File: src/core/dalg_defines.svh
// Constants for the debug access lock gate
`ifndef DALG_DEFINES_SVH
`define DALG_DEFINES_SVH
`define DALG_UNLOCK_KEY    32'h5cc5c55c
`define DALG_OFF_KEY       8'h00
`define DALG_OFF_STATUS    8'h04
`define DALG_OFF_CFG       8'h08
`define DALG_OFF_ERASE     8'h0c
`define DALG_FAKE_DATA     32'h00000000
`define DALG_ERASE_CYCLES  8'h10
`endif

File: src/core/dalg_pkg.sv
// Types for the debug access lock gate
`default_nettype none
package dalg_pkg;
    // Memory sections seen by both masters
    typedef enum logic [2:0] {
        DALG_SEC_FLASH,
        DALG_SEC_SRAM,
        DALG_SEC_EEPROM,
        DALG_SEC_SIGNATURE_ROW,
        DALG_SEC_USER_ROW_A,
        DALG_SEC_FUSE,
        DALG_SEC_LOCK,
        DALG_SEC_REGS
    } dalg_sec_t;
endpackage : dalg_pkg
`default_nettype wire

File: src/core/dalg_gate.sv
// Debug access lock gate top
`include "dalg_defines.svh"
`default_nettype none
module dalg_gate
    import dalg_pkg::*;
(
    // Clock and reset
    input  wire logic                clk_i,
    input  wire logic                nrst_i,
    // Access request from CPU or debug port
    input  wire logic                req_i,
    input  wire logic                dbg_i,
    input  wire logic                wr_i,
    input  wire logic                fuse_cmd_i,
    input  wire dalg_pkg::dalg_sec_t sec_i,
    input  wire logic [31:0]         wdata_i,
    input  wire logic [31:0]         mem_rdata_i,
    // Access to memory bus
    output logic                     mem_req_o,
    output logic                     mem_wr_o,
    output dalg_pkg::dalg_sec_t      mem_sec_o,
    output logic [31:0]              mem_wdata_o,
    output logic                     rvalid_o,
    output logic [31:0]              rdata_o,
    // Chip erase command and outputs
    input  wire logic                erase_i,
    output logic                     erase_busy_o,
    output logic                     erase_eeprom_o,
    output logic                     locked_o,
    // Register port
    input  wire logic [7:0]          addr_i,
    input  wire logic [31:0]         reg_wdata_i,
    input  wire logic                reg_wr_i,
    input  wire logic                reg_rd_i,
    output logic [31:0]              reg_rdata_o
);
    ////////////////////////////////////////////////////////////////////////
    logic [31:0] key_reg, key_next;
    logic        keep_ee_reg, keep_ee_next;
    logic [7:0]  ecnt_reg, ecnt_next;
    logic        ee_reg, ee_next;
    logic        busy_reg, busy_next;
    logic        mreq_reg, mwr_reg, rv_reg, rvpend_reg, rok_reg;
    logic [31:0] mwd_reg, rd_reg, rrd_reg, rrd_next;
    dalg_sec_t   msec_reg;
    logic        allow, locked, key_wr;

    // Lock state from key on every access
    assign locked = (key_reg != `DALG_UNLOCK_KEY);

    dalg_perm u_perm (
        .dbg_i      (dbg_i),
        .wr_i       (wr_i),
        .fuse_cmd_i (fuse_cmd_i),
        .sec_i      (sec_i),
        .locked_i   (locked),
        .allow_o    (allow)
    );

    // Debug write to lock word stores key
    assign key_wr = req_i && wr_i && dbg_i && allow && sec_i == DALG_SEC_LOCK;

    ////////////////////////////////////////////////////////////////////////
    // Key, config and erase next state
    always_comb begin
        key_next     = key_reg;
        keep_ee_next = keep_ee_reg;
        ecnt_next    = ecnt_reg;
        ee_next      = ee_reg;
        if (key_wr && ecnt_reg == 8'h00) begin
            key_next = wdata_i;
        end
        if (reg_wr_i && addr_i == `DALG_OFF_CFG) begin
            keep_ee_next = reg_wdata_i[0];
        end
        if (ecnt_reg != 8'h00) begin
            ecnt_next = ecnt_reg - 8'h01;
            if (ecnt_reg == 8'h01) begin
                key_next = `DALG_UNLOCK_KEY;
            end
        end else if (erase_i || (reg_wr_i && addr_i == `DALG_OFF_ERASE)) begin
            ecnt_next = `DALG_ERASE_CYCLES;
            ee_next   = locked || !keep_ee_reg;
        end
        // Busy flag kept in a flop, in step with the counter
        busy_next = (ecnt_next != 8'h00);
    end

    // Register key, config and erase state
    always_ff @(posedge clk_i or negedge nrst_i) begin
        if (!nrst_i) begin
            key_reg     <= `DALG_UNLOCK_KEY;
            keep_ee_reg <= 1'b0;
            ecnt_reg    <= 8'h00;
            ee_reg      <= 1'b0;
            busy_reg    <= 1'b0;
        end else begin
            key_reg     <= key_next;
            keep_ee_reg <= keep_ee_next;
            ecnt_reg    <= ecnt_next;
            ee_reg      <= ee_next;
            busy_reg    <= busy_next;
        end
    end

    ////////////////////////////////////////////////////////////////////////
    // Forward allowed accesses, mask refused ones and writes during erase
    always_ff @(posedge clk_i or negedge nrst_i) begin
        if (!nrst_i) begin
            mreq_reg   <= 1'b0;
            mwr_reg    <= 1'b0;
            msec_reg   <= DALG_SEC_FLASH;
            mwd_reg    <= 32'h00000000;
            rvpend_reg <= 1'b0;
            rok_reg    <= 1'b0;
            rv_reg     <= 1'b0;
            rd_reg     <= 32'h00000000;
        end else begin
            mreq_reg   <= req_i && allow && !(wr_i && ecnt_reg != 8'h00);
            mwr_reg    <= wr_i;
            msec_reg   <= sec_i;
            mwd_reg    <= wdata_i;
            rvpend_reg <= req_i && !wr_i;
            rok_reg    <= allow;
            rv_reg     <= rvpend_reg;
            // Blocked reads still complete, data invalid
            rd_reg     <= rok_reg ? mem_rdata_i : `DALG_FAKE_DATA;
        end
    end

    ////////////////////////////////////////////////////////////////////////
    // Register read mux, key read-only
    always_comb begin
        rrd_next = rrd_reg;
        if (reg_rd_i) begin
            unique case (addr_i)
                `DALG_OFF_KEY:    rrd_next = key_reg;
                `DALG_OFF_STATUS: rrd_next = {30'h0, ecnt_reg != 8'h00, locked};
                `DALG_OFF_CFG:    rrd_next = {31'h0, keep_ee_reg};
                default:          rrd_next = 32'h00000000;
            endcase
        end
    end

    always_ff @(posedge clk_i or negedge nrst_i) begin
        if (!nrst_i) begin
            rrd_reg <= 32'h00000000;
        end else begin
            rrd_reg <= rrd_next;
        end
    end

    // Status flops for outputs
    logic lk_reg;
    always_ff @(posedge clk_i or negedge nrst_i) begin
        if (!nrst_i) begin
            lk_reg <= 1'b0;
        end else begin
            lk_reg <= locked;
        end
    end

    assign mem_req_o      = mreq_reg;
    assign mem_wr_o       = mwr_reg;
    assign mem_sec_o      = msec_reg;
    assign mem_wdata_o    = mwd_reg;
    assign rvalid_o       = rv_reg;
    assign rdata_o        = rd_reg;
    assign erase_busy_o   = busy_reg;
    assign erase_eeprom_o = ee_reg;
    assign locked_o       = lk_reg;
    assign reg_rdata_o    = rrd_reg;

    ////////////////////////////////////////////////////////////////////////
    // Checks on the gate and the key
    a_cpu_unaffected: assert property (@(posedge clk_i) disable iff (!nrst_i)
        req_i && !dbg_i && sec_i == DALG_SEC_FLASH |=> mem_req_o) else $error("cpu blocked");
    a_locked_read: assert property (@(posedge clk_i) disable iff (!nrst_i)
        req_i && dbg_i && !wr_i && locked |-> ##2 rdata_o == `DALG_FAKE_DATA) else $error("data leak");
    a_read_completes: assert property (@(posedge clk_i) disable iff (!nrst_i)
        req_i && !wr_i |-> ##2 rvalid_o) else $error("read not completed");
    a_locked_block: assert property (@(posedge clk_i) disable iff (!nrst_i)
        req_i && dbg_i && locked && !(wr_i && fuse_cmd_i && sec_i == DALG_SEC_USER_ROW_A)
        |=> !mem_req_o) else $error("locked access passed");
    a_user_row_a_wr: assert property (@(posedge clk_i) disable iff (!nrst_i)
        req_i && dbg_i && wr_i && fuse_cmd_i && sec_i == DALG_SEC_USER_ROW_A && ecnt_reg == 8'h00
        |=> mem_req_o && mem_wr_o) else $error("user row write lost");
    a_key_unlock: assert property (@(posedge clk_i) disable iff (!nrst_i)
        $rose(locked_o) |-> $past(key_reg) != `DALG_UNLOCK_KEY) else $error("bad lock");
    a_key_readonly: assert property (@(posedge clk_i) disable iff (!nrst_i)
        reg_wr_i && addr_i == `DALG_OFF_KEY && !req_i && ecnt_reg == 8'h00 |=> $stable(key_reg))
        else $error("key written from register port");
    a_cpu_no_key: assert property (@(posedge clk_i) disable iff (!nrst_i)
        req_i && !dbg_i && wr_i && sec_i == DALG_SEC_LOCK && ecnt_reg == 8'h00 |=> $stable(key_reg))
        else $error("cpu wrote key");
    a_erase_unlocks: assert property (@(posedge clk_i) disable iff (!nrst_i)
        ecnt_reg == 8'h01 |=> !locked) else $error("erase no unlock");
    a_erase_eeprom: assert property (@(posedge clk_i) disable iff (!nrst_i)
        ecnt_reg == 8'h00 && erase_i && locked |=> erase_eeprom_o) else $error("eeprom kept");
    a_signature_row_wr: assert property (@(posedge clk_i) disable iff (!nrst_i)
        req_i && wr_i && sec_i == DALG_SEC_SIGNATURE_ROW |=> !mem_req_o) else $error("signature_row write");
    // Main scenarios reached
    c_lock: cover property (@(posedge clk_i) disable iff (!nrst_i) $rose(locked_o));
    c_erase: cover property (@(posedge clk_i) disable iff (!nrst_i) $fell(erase_busy_o));
    c_urow: cover property (@(posedge clk_i) disable iff (!nrst_i) locked && mem_req_o && mem_wr_o);
    c_blocked_read: cover property (@(posedge clk_i) disable iff (!nrst_i) req_i && dbg_i && !wr_i && locked);
endmodule : dalg_gate
`default_nettype wire

File: src/core/dalg_perm.sv
// Access permission decode for one access
`default_nettype none
module dalg_perm
    import dalg_pkg::*;
(
    // Access request
    input  wire logic             dbg_i,
    input  wire logic             wr_i,
    input  wire logic             fuse_cmd_i,
    input  wire dalg_pkg::dalg_sec_t sec_i,
    input  wire logic             locked_i,
    // Verdict
    output logic                  allow_o
);
    // Permission table per master and lock state
    always_comb begin
        allow_o = 1'b1;
        if (!dbg_i) begin
            // CPU never writes signature row, fuses, lock word
            if (wr_i && (sec_i == DALG_SEC_SIGNATURE_ROW || sec_i == DALG_SEC_FUSE || sec_i == DALG_SEC_LOCK)) begin
                allow_o = 1'b0;
            end
        end else if (!locked_i) begin
            if (wr_i && sec_i == DALG_SEC_SIGNATURE_ROW) begin
                allow_o = 1'b0;
            end
        end else begin
            // Locked: only user row writes via fuse-write command
            allow_o = wr_i && fuse_cmd_i && (sec_i == DALG_SEC_USER_ROW_A);
        end
    end
endmodule : dalg_perm
`default_nettype wire

File: config.mk
export PLATFORM = sky130hd
export DESIGN_NAME = dalg_gate
export DESIGN_NICKNAME = d
export VERILOG_FILES = /design/src/core/dalg_pkg.sv /design/src/core/dalg_gate.sv /design/src/core/dalg_perm.sv
export VERILOG_INCLUDE_DIRS = /design/src /design/src/core
export SDC_FILE = /design/constraint.sdc
export NUM_CORES = 1
export LEC_CHECK = 0
export BUFFER_PORTS_ARGS = -buffer_cell sky130_fd_sc_hd__buf_2
export CELL_PAD_IN_SITES_DETAIL_PLACEMENT = 1
export CELL_PAD_IN_SITES_GLOBAL_PLACEMENT = 2
export CORE_UTILIZATION = 32
export DETAILED_ROUTE_END_ITERATION = 10
export PLACE_DENSITY = 0.89
export SLEW_MARGIN = 20
export SYNTH_ARGS = -nofsm -noshare
export SYNTH_HDL_FRONTEND = slang
export SYNTH_SLANG_ARGS = --single-unit
File: constraint.sdc
create_clock -name clk_i -period 3.7 [get_ports clk_i]
set_clock_uncertainty 0.05 [all_clocks]
set_input_delay 0.185 -clock clk_i [delete_from_list [all_inputs] [get_ports clk_i]]
set_output_delay 0.185 -clock clk_i [all_outputs]
set_load 0.1 [all_outputs]
Word level (Yosys, flattened, before mapping)
Index checks and enable logic that the tools add are counted.

Word-level logic and storage cells: 64. Register bits: 148. Output and inout bits: 105. Input port bits: 116.

Reduce and logical (&&, ||, !) cells: 27. Equal/unequal tests: 9. Add/sub/neg operators: 1. Multiplexer cells: 11. Bitwise operators: 1.

Operators by type and width (count): $mux W32 (4); $pmux W32 S3 (1); $ne A32 B31 Y1 const B (1); $eq A8 B4 Y1 const B (2); $logic_not A8 Y1 (2); $mux W8 (2); $reduce_bool A8 Y1 (2); $logic_and A1 B1 Y1 (15); $eq A3 B3 Y1 const B (3); $eq A8 B1 Y1 const B (1); $eq A8 B3 Y1 const B (1); $sub A8 B1 Y8 const B (1); $logic_or A1 B1 Y1 (4); $mux W1 (4); $eq A3 B2 Y1 const B (1); $logic_not A1 Y1 (3); $reduce_and A2 Y1 (1); $not A1 Y1 (1).

Longest topological paths before layout
Gate-level depths: netlist of run 1.

Word-level depth: 12. Depth in mapped cells: 8. Mapped depth without buffers: 6.

Hierarchy
Synthesis of run 1 repeated with hierarchy kept, for this count alone.

Cells, all modules: 429. Area, all modules: 5486.5 um^2.

Modules (own cells, without submodules): dalg_gate (area each 5442.7 um^2, cells each 422, seq. area each 3723.6 um^2, instances 1); dalg_perm (area each 43.8 um^2, cells each 7, seq. area each 0.0 um^2, instances 1).

Worst setup path before layout of run 1
No wires, ideal clock.

Kind: reg-to-reg. Start: reg key_reg[26]. End: reg key_reg[14]. Clock period less this slack: 1.882 ns. Library setup time: 0.104 ns. Required time: 3.546 ns. Setup slack: 1.818 ns. Arrival time: 1.728 ns. Buffers on the path: 1. Cell stages (with the launch flop): 6. Path through: dfstp_2 nor4bb_1 nand4_1 o221ai_2 clkbuf_1 a41oi_1.

Word-level cells in the longest chain between the ends: 9.

Ends and longest elaborated chain: start: declaration (RTL line dalg_gate.sv:38) `logic [31:0] key_reg, key_next;`; start signal: assignment (RTL line dalg_gate.sv:92) `` key_reg <= `DALG_UNLOCK_KEY; ``; start signal: assignment (RTL line dalg_gate.sv:98) `key_reg <= key_next;`; $ne A32 B31 Y1 (no source line) (*); $mux W1 (*) (RTL line dalg_perm.sv:23) `end else if (!locked_i) begin`; $mux W1 (*) (RTL line dalg_perm.sv:18) `if (!dbg_i) begin`; $logic_and A1 B1 Y1 (*) (2 in series) (RTL line dalg_gate.sv:61) `assign key_wr = req_i && wr_i && dbg_i && allow && sec_i == DALG_SEC_LOCK;`; $logic_and A1 B1 Y1 (*) (RTL line dalg_gate.sv:70) `if (key_wr && ecnt_reg == 8'h00) begin`; $mux W32 (*) (RTL line dalg_gate.sv:70); $mux W32 (RTL line dalg_gate.sv:78) `if (ecnt_reg == 8'h01) begin`; $mux W32 (*) (RTL line dalg_gate.sv:76) `if (ecnt_reg != 8'h00) begin`; net key_next[14] (RTL line dalg_gate.sv:38).

The timed path passes the listed nets; every way through them passes the cells marked *. A chain may end at the register's enable or synchronous reset.

Final worst setup path of run 1
Start: reg key_reg[22]. End: reg key_reg[23].

The elaborated chain is that of the path after synthesis.

==> results of run 1 <==
==> worst min-delay path, stage by stage <==
cell     delay [ps]
buf_2            80
inv_1            40
o31ai_2         130
o22ai_1         110
==> cell usage after synthesis (2+ instances only) <==
| library cell | instances | area (um2) |
|---|---|---|
| nor2b_1 | 2 | 12.5 |
| ha_1 | 3 | 37.5 |
| nand2_1 | 22 | 82.6 |
| o22ai_1 | 2 | 12.5 |
| buf_6 | 3 | 33.8 |
| inv_1 | 22 | 82.6 |
| and2_1 | 32 | 200 |
| mux2_2 | 3 | 33.8 |
| nor4_4 | 2 | 42.5 |
| or3_1 | 2 | 12.5 |
| clkbuf_1 | 14 | 52.6 |
| o21ai_1 | 14 | 70.1 |
| xor2_1 | 2 | 17.5 |
| and4b_1 | 3 | 30.0 |
| mux2i_1 | 2 | 20.0 |
| nand2b_1 | 5 | 31.3 |
| a21oi_1 | 2 | 10.0 |
| a22o_1 | 30 | 263 |
| nor3_1 | 3 | 15.0 |
| nor2_1 | 26 | 97.6 |
| o21ai_0 | 5 | 25.0 |
| nand3_1 | 3 | 15.0 |
| nand4_1 | 18 | 113 |
| nor4b_1 | 3 | 26.3 |
| dfrtp_1 | 132 | 3300 |
| buf_2 | 5 | 25.0 |
| dfstp_2 | 16 | 420 |
| a41oi_1 | 17 | 149 |
| nor4bb_1 | 5 | 50.1 |
==> area by class of cell <==
cell class                      count  area (um2)  share of cell area
Sequential cell                   148        3720               0.465
Timing Repair Buffer              263        1690               0.211
Multi-Input combinational cell    229        1580               0.197
Clock buffer                       20         447              0.0558
Tap cell                          220         275              0.0344
Clock inverter                     12         200              0.0250
Inverter                           22        82.6              0.0103
Antenna cell                        4        10.0             0.00125
==> stage by stage <==
step                      std cells  hold slack [ps]  worst slack [ps]  total power [mW]
after global routing            918              142               978              5.14
after CTS                       914             84.3              1140              4.97
final                           918              128              1160              4.93
after floorplan                 422             -161              1820              2.70
after global placement          811              259              1260              2.95
after detailed placement        811              262              1230              3.00
==> routing by layer <==
metal  global-route usage  share of wire  routed length (um)  up-vias
met5                    0              0                   0        -
li1                     -              -                   -     2023
met1                0.237           0.41                6940     2247
met2                0.341           0.52                8840      138
met4               0.0953          0.028                 473        0
met3               0.0384          0.038                 634       29
==> cells by family after synthesis <==
kind of cell | Yosys count | share of synthesized area
flops | 148 | 0.677
simple gates | 137 | 0.150
compound gates | 80 | 0.113
buf+inv | 45 | 0.0366
mux | 6 | 0.0118
xor+xnor | 3 | 0.00478
fa+ha+maj | 3 | 0.00682
==> what timing repair did <==
| item | CTS | global route |
|---|---|---|
| gates resized for setup | 0 | 0 |
| hold buffers | 71 | 0 |
| hold endpoints to repair | 197 | 0 |
| endpoints found under the setup margin | 0 | 0 |
| setup buffers | 0 | 0 |
==> worst max path at each step <==
stage	slack (ps)	cells after the start	end	start
final	1160	4	key_reg[23]	key_reg[22]
after global routing	980	4	key_reg[23]	key_reg[14]
after floorplan	1820	5	key_reg[14]	key_reg[26]
after CTS	1140	4	key_reg[23]	key_reg[14]
after global placement	1260	4	mem_req_o	key_reg[14]
after detailed placement	1230	4	key_reg[26]	key_reg[14]
==> cells in the final DEF, fill, tap and decap left out, drive strengths merged, types with 4 or more instances in the layout <==
master / netlist / final
nand2b: 5 / 5
clkinv: 0 / 4
dlygate4sd3: 0 / 71
a22o: 30 / 30
inv: 22 / 25
nor3: 4 / 4
o21ai: 19 / 19
bufinv: 0 / 5
diode: 0 / 4
nor2: 26 / 26
nand2: 22 / 22
nand4: 18 / 18
buf: 9 / 191
nor4bb: 5 / 5
dfstp: 16 / 16
and2: 32 / 32
clkbuf: 14 / 21
mux2: 4 / 4
a41oi: 17 / 17
dfrtp: 132 / 132
==> power by group <==
group	switching (mW)	internal [mW]	leakage (nW)
logic	0.724	0.314	1.81
clock network	0.662	1.22	0.319
registers	0.191	1.81	1.84
total	1.58	3.35	3.96
==> run metrics, run 1 <==
worst reg2reg setup slack=about 1200 ps; crit path DAT=around 2800 ps; die footprint=between 0.015 and 0.02 mm2; worst-path cell chain=nor4b_1 > nand4_1 > o221ai_2 > a41oi_1; CTS tree=done; routed vias/inst=4.83; fin crit period=around 2500 ps; Worst-Skew Late Latency=410 ps; setup violators final=0; Syn Area/Cell=13.0 um2; Ports=221; initial antenna violation count=4; Cell Area, Placed=between 0.006 and 0.007 mm2; maximum clock path buffer count=2; headroom to the max-slew limit=0.263; Slowest cell on crit path=o221ai_2; Setup Crit Path Kind=flip-flop to flip-flop; Fin. Hold Viols=0; max-cap violations=0; CP Buf/Inv Count=0; P_leak=slightly below 4 nW; Async SR Flop Fraction=1.00; PortBufs=about 190; pwr/cell area=between 600 and 700 mW/mm2; Initial Utilization=0.329; largest net degree at the start of global routing=roughly 120; Post-Synthesis Cells=422; setup TNS=0 ps; sequential area share after synthesis=0.677; total grt overflow=0; fin. max-slew vios=0; maximum clock rate=0.394 GHz; routed vias=4437; Critical Path Sink Type=flip-flop; First-pass DRT Iterations=4; gr usage total=0.198; hold path startpoint=erase_i; die span in y=between 100 and 150 um; Final ANT Viol Nets=0; Critical Path RT=around 3900 ps; Synth Warn #=0; Finished Cell Area=around 0.0080 mm2; Most used DFF post-synth=dfrtp_1; gpl congestion=between 0.7 and 0.8; type of the most critical hold path=input port to flip-flop; mapped cell area=between 0.005 and 0.006 mm2; vias in the first global route=a little under 5000; row count=47; H-tree Lvls=4; Num Clock Sinks=148; WHS Path Cells=4; Worst Hold End=ecnt_reg[1]; Yosys cell types=53; layout overhead on the synthesized area=45.5%; CTS Root Cell=clkbuf_16; Initial DRC Count=~200; Worst-Margin Slew=~1100 ps; Post-Syn Nets=~540; Fill cells=1826; outcome=finished clean; number of synthesized flops with an enable pin=0; HPWL after DPL=roughly 11000 um; Final period util=0.686; CTS buffer count=17; Worst path top cell family by delay=compound AO/OA/AOI/OAI gates; DRC viols=0; crit-path max FO=17; # nets final=800; Reg2Reg Depth=4; core box area=0.0167 mm2; register bit total from synthesis=about 150; Worst path max stage delay=between 800 and 900 ps; Peak VDD IR=approximately 0.35 mV; share of layout cells above drive strength 1=0.362; unrepaired setup endpoints after global routing=false; Die Wd=approximately 130 um; Routed WL per cell=around 18 um; first-pass GRT wire length=26800 um; RR Endpoint=key_reg[23]; CP startpoint kind=flip-flop; Final Core Density=0.479; Clock Pin Slew Worst Setup and Hold Paths=roughly 60 ps; startpoint of the worst register-to-register path=key_reg[22]; final WL=between 15000 and 20000 um
No activity file was read; power rests on OpenSTA's default activity.
==> run 2, diff against run 1 <==
--- a/config.mk
+++ b/config.mk
@@ -6,12 +6,13 @@
 export SDC_FILE = /design/constraint.sdc
 export NUM_CORES = 1
 export LEC_CHECK = 0
+export ABC_AREA = 1
 export BUFFER_PORTS_ARGS = -buffer_cell sky130_fd_sc_hd__buf_2
 export CELL_PAD_IN_SITES_DETAIL_PLACEMENT = 1
 export CELL_PAD_IN_SITES_GLOBAL_PLACEMENT = 2
-export CORE_UTILIZATION = 32
+export CORE_UTILIZATION = 26
 export DETAILED_ROUTE_END_ITERATION = 10
-export PLACE_DENSITY = 0.89
+export PLACE_DENSITY = 0.83
 export SLEW_MARGIN = 20
 export SYNTH_ARGS = -nofsm -noshare
 export SYNTH_HDL_FRONTEND = slang
==> constraint.sdc (replaced) <==
create_clock -name clk_i -period 2.3 [get_ports clk_i]
set_clock_uncertainty 0.05 [all_clocks]
set_input_delay 0.115 -clock clk_i [delete_from_list [all_inputs] [get_ports clk_i]]
set_output_delay 0.115 -clock clk_i [all_outputs]
set_load 0.1 [all_outputs]
==> run 2 against run 1 <==
Global-route usage decreased by 3.3 points. Maximum frequency rose by 25%. Via count rose by 16%. Largest power group is now combinational logic. First-iteration DRC count is 2.5% higher. Critical path depth grew 5. Cell count rose by 30%. Combinational power rose to 3.0 times the previous value. Sequential power is 52% higher. Synthesized area grew 7.7%.
==> run metrics, run 2 <==
Most used DFF post-synth=dfrtp_1; core box area=0.0221 mm2 (+32%); gr usage total=0.165 (-0.0326); Num Clock Sinks=148 (unchanged); Die Wd=153 um (+15%); headroom to the max-slew limit=0.478 (+0.215); maximum clock path buffer count=2 (unchanged); mapped cell area=0.00593 mm2 (+7.7%); final WL=18700 um (+11%); Initial Utilization=0.268 (-0.0613); P_leak=4.84 nW (+22%); leading cell types by total area after synthesis=dfrtp_1 56%, nand2_1 12%, dfstp_2 7.1%, inv_1 6.1%, nand4_1 3.9%; Async SR Flop Fraction=1.00 (unchanged); met3 Use GR=0.0533 (+0.0149); Crit path top cell by count=nand2_1; outcome=finished clean; most frequent cell after synthesis=nand2_1; DRC viols=0 (unchanged); largest net degree at the start of global routing=72 (-42%); CTS tree=done; Worst path max stage delay=540 ps (-270 ps); post-synth top area share=0.557 (-0.0428); die footprint=0.0234 mm2 (+32%); Final ANT Viol Nets=0 (unchanged); setup TNS=0 ps (unchanged); Post-Synthesis Cells=635 (+50%); Routed WL per cell=15.6 um (-15%); First-pass DRT Iterations=4 (unchanged); Clock Pin Slew Worst Setup and Hold Paths=60 ps (about the same); P_int=5.33 mW (+59%); post-CTS setup buffers=0 (unchanged); most frequent cells in the layout=188 x buf_2, 182 x nand2_1, 132 x dfrtp_1; Finished Cell Area=0.00859 mm2 (+7.3%); hold slack=70.0 ps (-58.5 ps); routed vias=5161 (+16%); row count=54 (+15%); worst reg2reg setup slack=270 ps (-890 ps); HPWL after DPL=12200 um (+12%); Slowest cell on crit path=dfstp_2; Peak VDD IR=0.620 mV (+75%); largest area contributor in the netlist=dfrtp_1; CTS buffer count=17 (unchanged); register bit total from synthesis=148 (unchanged); CP startpoint=key_reg[30]; Ports=221 (unchanged); Critical Path Sink Type=flip-flop; setup violators final=0 (unchanged); Final Core Density=0.389 (-0.0906); Post-Syn Nets=754 (+39%); Reg2Reg Depth=9 (+5); Syn Area/Cell=9.33 um2 (-28%); Worst-Skew Late Latency=420 ps (about the same); Final period util=0.881 (+0.194); Sw Share=0.415 (+0.0946); fin crit period=2030 ps (-514 ps); sequential area share after synthesis=0.628 (-0.0483); Gate power share=0.346 (+0.135); worst-path cell chain=nand2_1 > nor2_1 > nand2_1 > nor2_1 > nand2_1 > nand2_2 > buf_4 > nand2_1 > a211oi_1; Fin. Hold Viols=0 (unchanged); Critical Path RT=2580 ps (-1350 ps); GRT busiest layer=met2; vias in the first global route=5557 (+14%); Seq pwr share=0.336 (-0.071); Setup Crit Path Kind=flip-flop to flip-flop; Synth Warn #=0 (unchanged); leading cell type in the layout, fill and taps excluded=buf_2; startpoint of the worst register-to-register path=key_reg[30]; maximum clock rate=0.494 GHz (+25%); Sw Pwr=3.78 mW (+140%); Cell Area, Placed=0.00723 mm2 (+8.9%); die span in y=153 um (+15%); Fill cells=2585 (+42%); number of antenna repair diodes=0 (-4); CTS Root Cell=clkbuf_16; fin. max-slew vios=0 (unchanged); type of the most critical hold path=input port to flip-flop; routed vias/inst=4.31 (-11%); PortBufs=189 (unchanged); crit-path max FO=14 (-3); initial antenna violation count=0 (-4); crit path capture=mem_req_o; CP startpoint kind=flip-flop; M2 GR Usage=0.277 (-0.0644); layout overhead on the synthesized area=44.9%; met1 usage=0.203 (-0.0343); max-cap violations=0 (unchanged); gpl congestion=0.775 (+5.0%); commonest cells in the netlist=183 x nand2_1, 132 x dfrtp_1, 97 x inv_1; Worst-Margin Slew=781 ps (-322 ps); # nets final=1023 (+28%); RR Endpoint=mem_req_o; pwr/cell area=1060 mW/mm2 (+72%); Yosys cell types=29 (-45%); Initial DRC Count=206 (+2.5%); unrepaired setup endpoints after global routing=false; crit path DAT=2310 ps (-460 ps); H-tree Lvls=4 (unchanged); number of synthesized flops with an enable pin=0 (unchanged); power share of the clock group=0.318 (-0.064); first-pass GRT wire length=29900 um (+12%); share of layout cells above drive strength 1=0.296 (-0.0661); total grt overflow=0 (unchanged)
## run 2: repair_timing
| item | in CTS | in global routing |
|---|---|---|
| endpoints found under the setup margin | 0 | 30 |
| endpoints found under the hold margin | 144 | 0 |
| gates resized for setup | 0 | 2 |
| hold buffers | 73 | 0 |
## run 2: worst min-delay path by stage
| stage | slack [ps] | depth (start not counted) | to | startpoint |
|---|---|---|---|---|
| final | 70 | 6 | reg_rdata_o[0] | addr_i[3] |
| after global routing | 80 | 6 | reg_rdata_o[0] | addr_i[3] |
| after CTS | 50 | 6 | reg_rdata_o[0] | addr_i[2] |
| after detailed placement | 160 | 1 | mem_wdata_o[14] | nrst_i |
| after global placement | 150 | 1 | mem_wdata_o[14] | nrst_i |
| after floorplan | -230 | 0 | ecnt_reg[0] | nrst_i |
## run 2: area by class of cell
class / count / area [um2] / share of cell area
clock inverters: 10 / 146 / 0.0170
flip-flops and latches: 148 / 3720 / 0.434
clock buffers: 22 / 464 / 0.0541
multi-input cells: 355 / 1700 / 0.198
inverters: 108 / 408 / 0.0475
well taps: 280 / 350 / 0.0408
repair buffers: 274 / 1800 / 0.209
## run 2: logic make-up (layout without fill, tap and decap cells)
kind of cell    after synthesis  in the layout  synth area share
xor+xnor                      4              4           0.00591
buf+inv                     133            414            0.0887
fa+ha+maj                     3              3           0.00634
flops                       148            148             0.628
simple gates                307            308             0.230
compound gates               40             40            0.0408
## run 2: layer usage
metal | part of all wire | wire (um) | up-vias
li1 | - | - | 2508
met2 | 0.49 | 9060 | 145
met1 | 0.45 | 8340 | 2494
met3 | 0.059 | 1100 | 14
met4 | 0.0089 | 167 | 0
met5 | 0 | 0 | -
## run 2: power groups by stage
stage	sequential [mW]	clock, mW	combinational, mW
global route	3.10	3.09	3.40
detailed placement	3.11	0	3.03
CTS	3.06	2.99	3.14
floorplan	4.44	0	0.934
global placement	3.09	0	3.00
finish	3.06	2.90	3.15
## run 2: metrics by stage
step,instances,setup WS [ps],total power [mW]
floorplan,635,541,5.38
global placement,1091,187,6.09
detailed placement,1091,149,6.14
CTS,1196,95.1,9.19
global route,1197,32.8,9.59
finish,1197,274,9.11
## run 2: critical path, delay by kind of cell, from the launching register on
family                 cells  cell delay [ps]
DFF                        1              540
buffers and inverters      1              240
and+or+nand+nor            7              920
AOI/OAI and AO/OA          1              180
==> run 3, diff against run 2 <==
--- a/config.mk
+++ b/config.mk
@@ -8,8 +8,10 @@
 export LEC_CHECK = 0
 export ABC_AREA = 1
 export BUFFER_PORTS_ARGS = -buffer_cell sky130_fd_sc_hd__buf_2
+export CAP_MARGIN = 0
 export CELL_PAD_IN_SITES_DETAIL_PLACEMENT = 1
 export CELL_PAD_IN_SITES_GLOBAL_PLACEMENT = 2
+export CORE_ASPECT_RATIO = 0.5
 export CORE_UTILIZATION = 26
 export DETAILED_ROUTE_END_ITERATION = 10
 export PLACE_DENSITY = 0.83
==> run 3 against run 2 <==
Maximum frequency shrank 3.6%. Critical path depth up 1. Largest cell class unchanged. Sequential power about the same.
==> run metrics, run 3 (synthesis gave the netlist of run 2 again) <==
Gate power share=0.340 (-0.006); largest net degree at the start of global routing=73 (+1.4%); Ports=221 (unchanged); PortBufs=189 (unchanged); Sw Pwr=3.93 mW (+4.1%); Worst-Skew Late Latency=430 ps (about the same); Reg2Reg Depth=10 (+1); fin cells=1221 (+2.0%); Die Wd=216 um (+41%); headroom to the max-slew limit=0.490 (+0.0119); setup violators final=0 (unchanged); setup TNS=0 ps (unchanged); Final ANT Viol Nets=0 (unchanged); P_int=5.32 mW (-0.17%); die footprint=0.0234 mm2 (+0.16%); Final period util=0.914 (+0.0328); most frequent cells in the layout=188 x buf_2, 182 x nand2_1, 132 x dfrtp_1; Initial Utilization=0.269 (+0.000976); post-CTS setup buffers=0 (unchanged); worst reg2reg setup slack=200 ps (-80 ps); maximum clock rate=0.476 GHz (-3.6%); HPWL after DPL=13200 um (+7.6%); gpl congestion=0.817 (+5.4%); H-tree Lvls=4 (unchanged); CTS Root Cell=clkbuf_16; First-pass DRT Iterations=4 (unchanged); P_leak=4.87 nW (+0.53%); RR Endpoint=key_reg[9]; CP startpoint=key_reg[23]; Sw Share=0.425 (+0.0101); CP Buf/Inv Count=1 (unchanged); Initial DRC Count=195 (-5.3%); routed vias/inst=4.33 (+0.35%); fin crit period=2100 ps (+75.5 ps); outcome=finished clean; row count=38 (-30%); Seq pwr share=0.332 (-0.004); Critical Path RT=2620 ps (+40 ps); Placed Instances=1112 (+1.9%); Fin. Hold Viols=0 (unchanged); Critical Path Sink Type=flip-flop; Routed WL per cell=16.1 um (+3.4%); CP startpoint kind=flip-flop; leading cell type in the layout, fill and taps excluded=buf_2; layout overhead on the synthesized area=45.7%; Worst Hold End=reg_rdata_o[1]; Peak VDD IR=0.641 mV (+3.3%); worst-path cell chain=nand2_1 > nor2_1 > nand2_1 > nor2_1 > nand2_1 > nand2_2 > nand3_2 > nand2_2 > inv_2 > nor2_1; CTS tree=done; first-pass GRT wire length=31000 um (+3.6%); gr usage total=0.173 (+0.00815); max-cap violations=0 (unchanged); Worst path top cell family by delay=simple AND/OR/NAND/NOR gates; startpoint of the worst register-to-register path=key_reg[23]; Worst-Margin Slew=763 ps (-17.9 ps); die span in y=109 um (-29%); hold path startpoint=addr_i[3]; DRC viols=0 (unchanged); crit path DAT=2420 ps (+110 ps); Num Clock Sinks=148 (unchanged); pwr/cell area=1070 mW/mm2 (+1.0%); Slowest cell on crit path=dfstp_2; vias in the first global route=5808 (+4.5%); maximum clock path buffer count=2 (unchanged); final WL=19700 um (+5.5%); routed vias=5283 (+2.4%); core box area=0.0220 mm2 (-0.36%); share of layout cells above drive strength 1=0.300 (+0.00404); CTS buffer count=17 (unchanged); Setup Crit Path Kind=flip-flop to flip-flop; unrepaired setup endpoints after global routing=false; power share of the clock group=0.328 (+0.010); total grt overflow=0 (unchanged); Clock Pin Slew Worst Setup and Hold Paths=70 ps (about the same); initial antenna violation count=2 (+2); Fill cells=2594 (+0.35%); WHS Path Cells=6 (unchanged); Worst path max stage delay=550 ps (about the same); type of the most critical hold path=input port to flip-flop; # nets final=1024 (+0.098%); fin. max-slew vios=0 (unchanged); crit-path max FO=16 (+2)
[run 3: timing repair]
action	in CTS	in global routing
hold endpoints to repair	155	0
setup endpoints to repair	0	13
hold buffers	73	0
resized for setup	0	1
[run 3: tightest hold or removal path, stage by stage]
cell and delay [ps]:
buf_2 100, nor4_1 70, nand2_1 60, o21ai_0 70
nand2_1 60, nand2_1 40
[run 3: metal layers]
metal / share of wire / GRT usage / vias to the layer above
li1: - / - / 2515
met1: 0.42 / 0.199 / 2650
met2: 0.53 / 0.317 / 78
met3: 0.025 / 0.0346 / 40
met4: 0.026 / 0.0780 / 0
met5: 0 / 0 / -
[run 3: worst max path at each step]
stage | slack [ps] | end | cells past startpoint
2_1_floorplan | 540 | key_reg[11] | 10
3_3_place_gp | 210 | key_reg[24] | 10
3_5_place_dp | 150 | key_reg[29] | 10
4_1_cts | 120 | key_reg[19] | 10
5_1_grt | 20 | key_reg[9] | 10
6_report | 200 | key_reg[9] | 10
[run 3: power groups by stage]
stage,clock [mW],sequential (mW),combinational [mW]
floorplan,0,4.44,0.934
global placement,0,3.10,2.95
detailed placement,0,3.11,3.00
CTS,3.09,3.07,3.13
global route,3.20,3.10,3.36
finish,3.04,3.07,3.15
[run 3: final cells by class]
class | instances | area [um2] | area share
clock inverters | 15 | 211 | 0.0245
multi-input cells | 355 | 1690 | 0.196
repair buffers | 275 | 1790 | 0.208
clock buffers | 17 | 425 | 0.0493
diodes | 3 | 7.51 | 0.000870
flip-flops and latches | 148 | 3720 | 0.431
well taps | 300 | 375 | 0.0435
inverters | 108 | 408 | 0.0472
[run 3: through the flow]
stage	total power [mW]	hold slack [ps]	worst slack [ps]	area [um2]	util
floorplan	5.38	-231	541	5930	-
global placement	6.05	117	214	7250	0.329
detailed placement	6.12	132	151	7250	0.329
CTS	9.29	52.2	124	8610	0.391
global route	9.66	92.4	22.4	8630	0.392
finish	9.25	72.0	198	8630	0.392
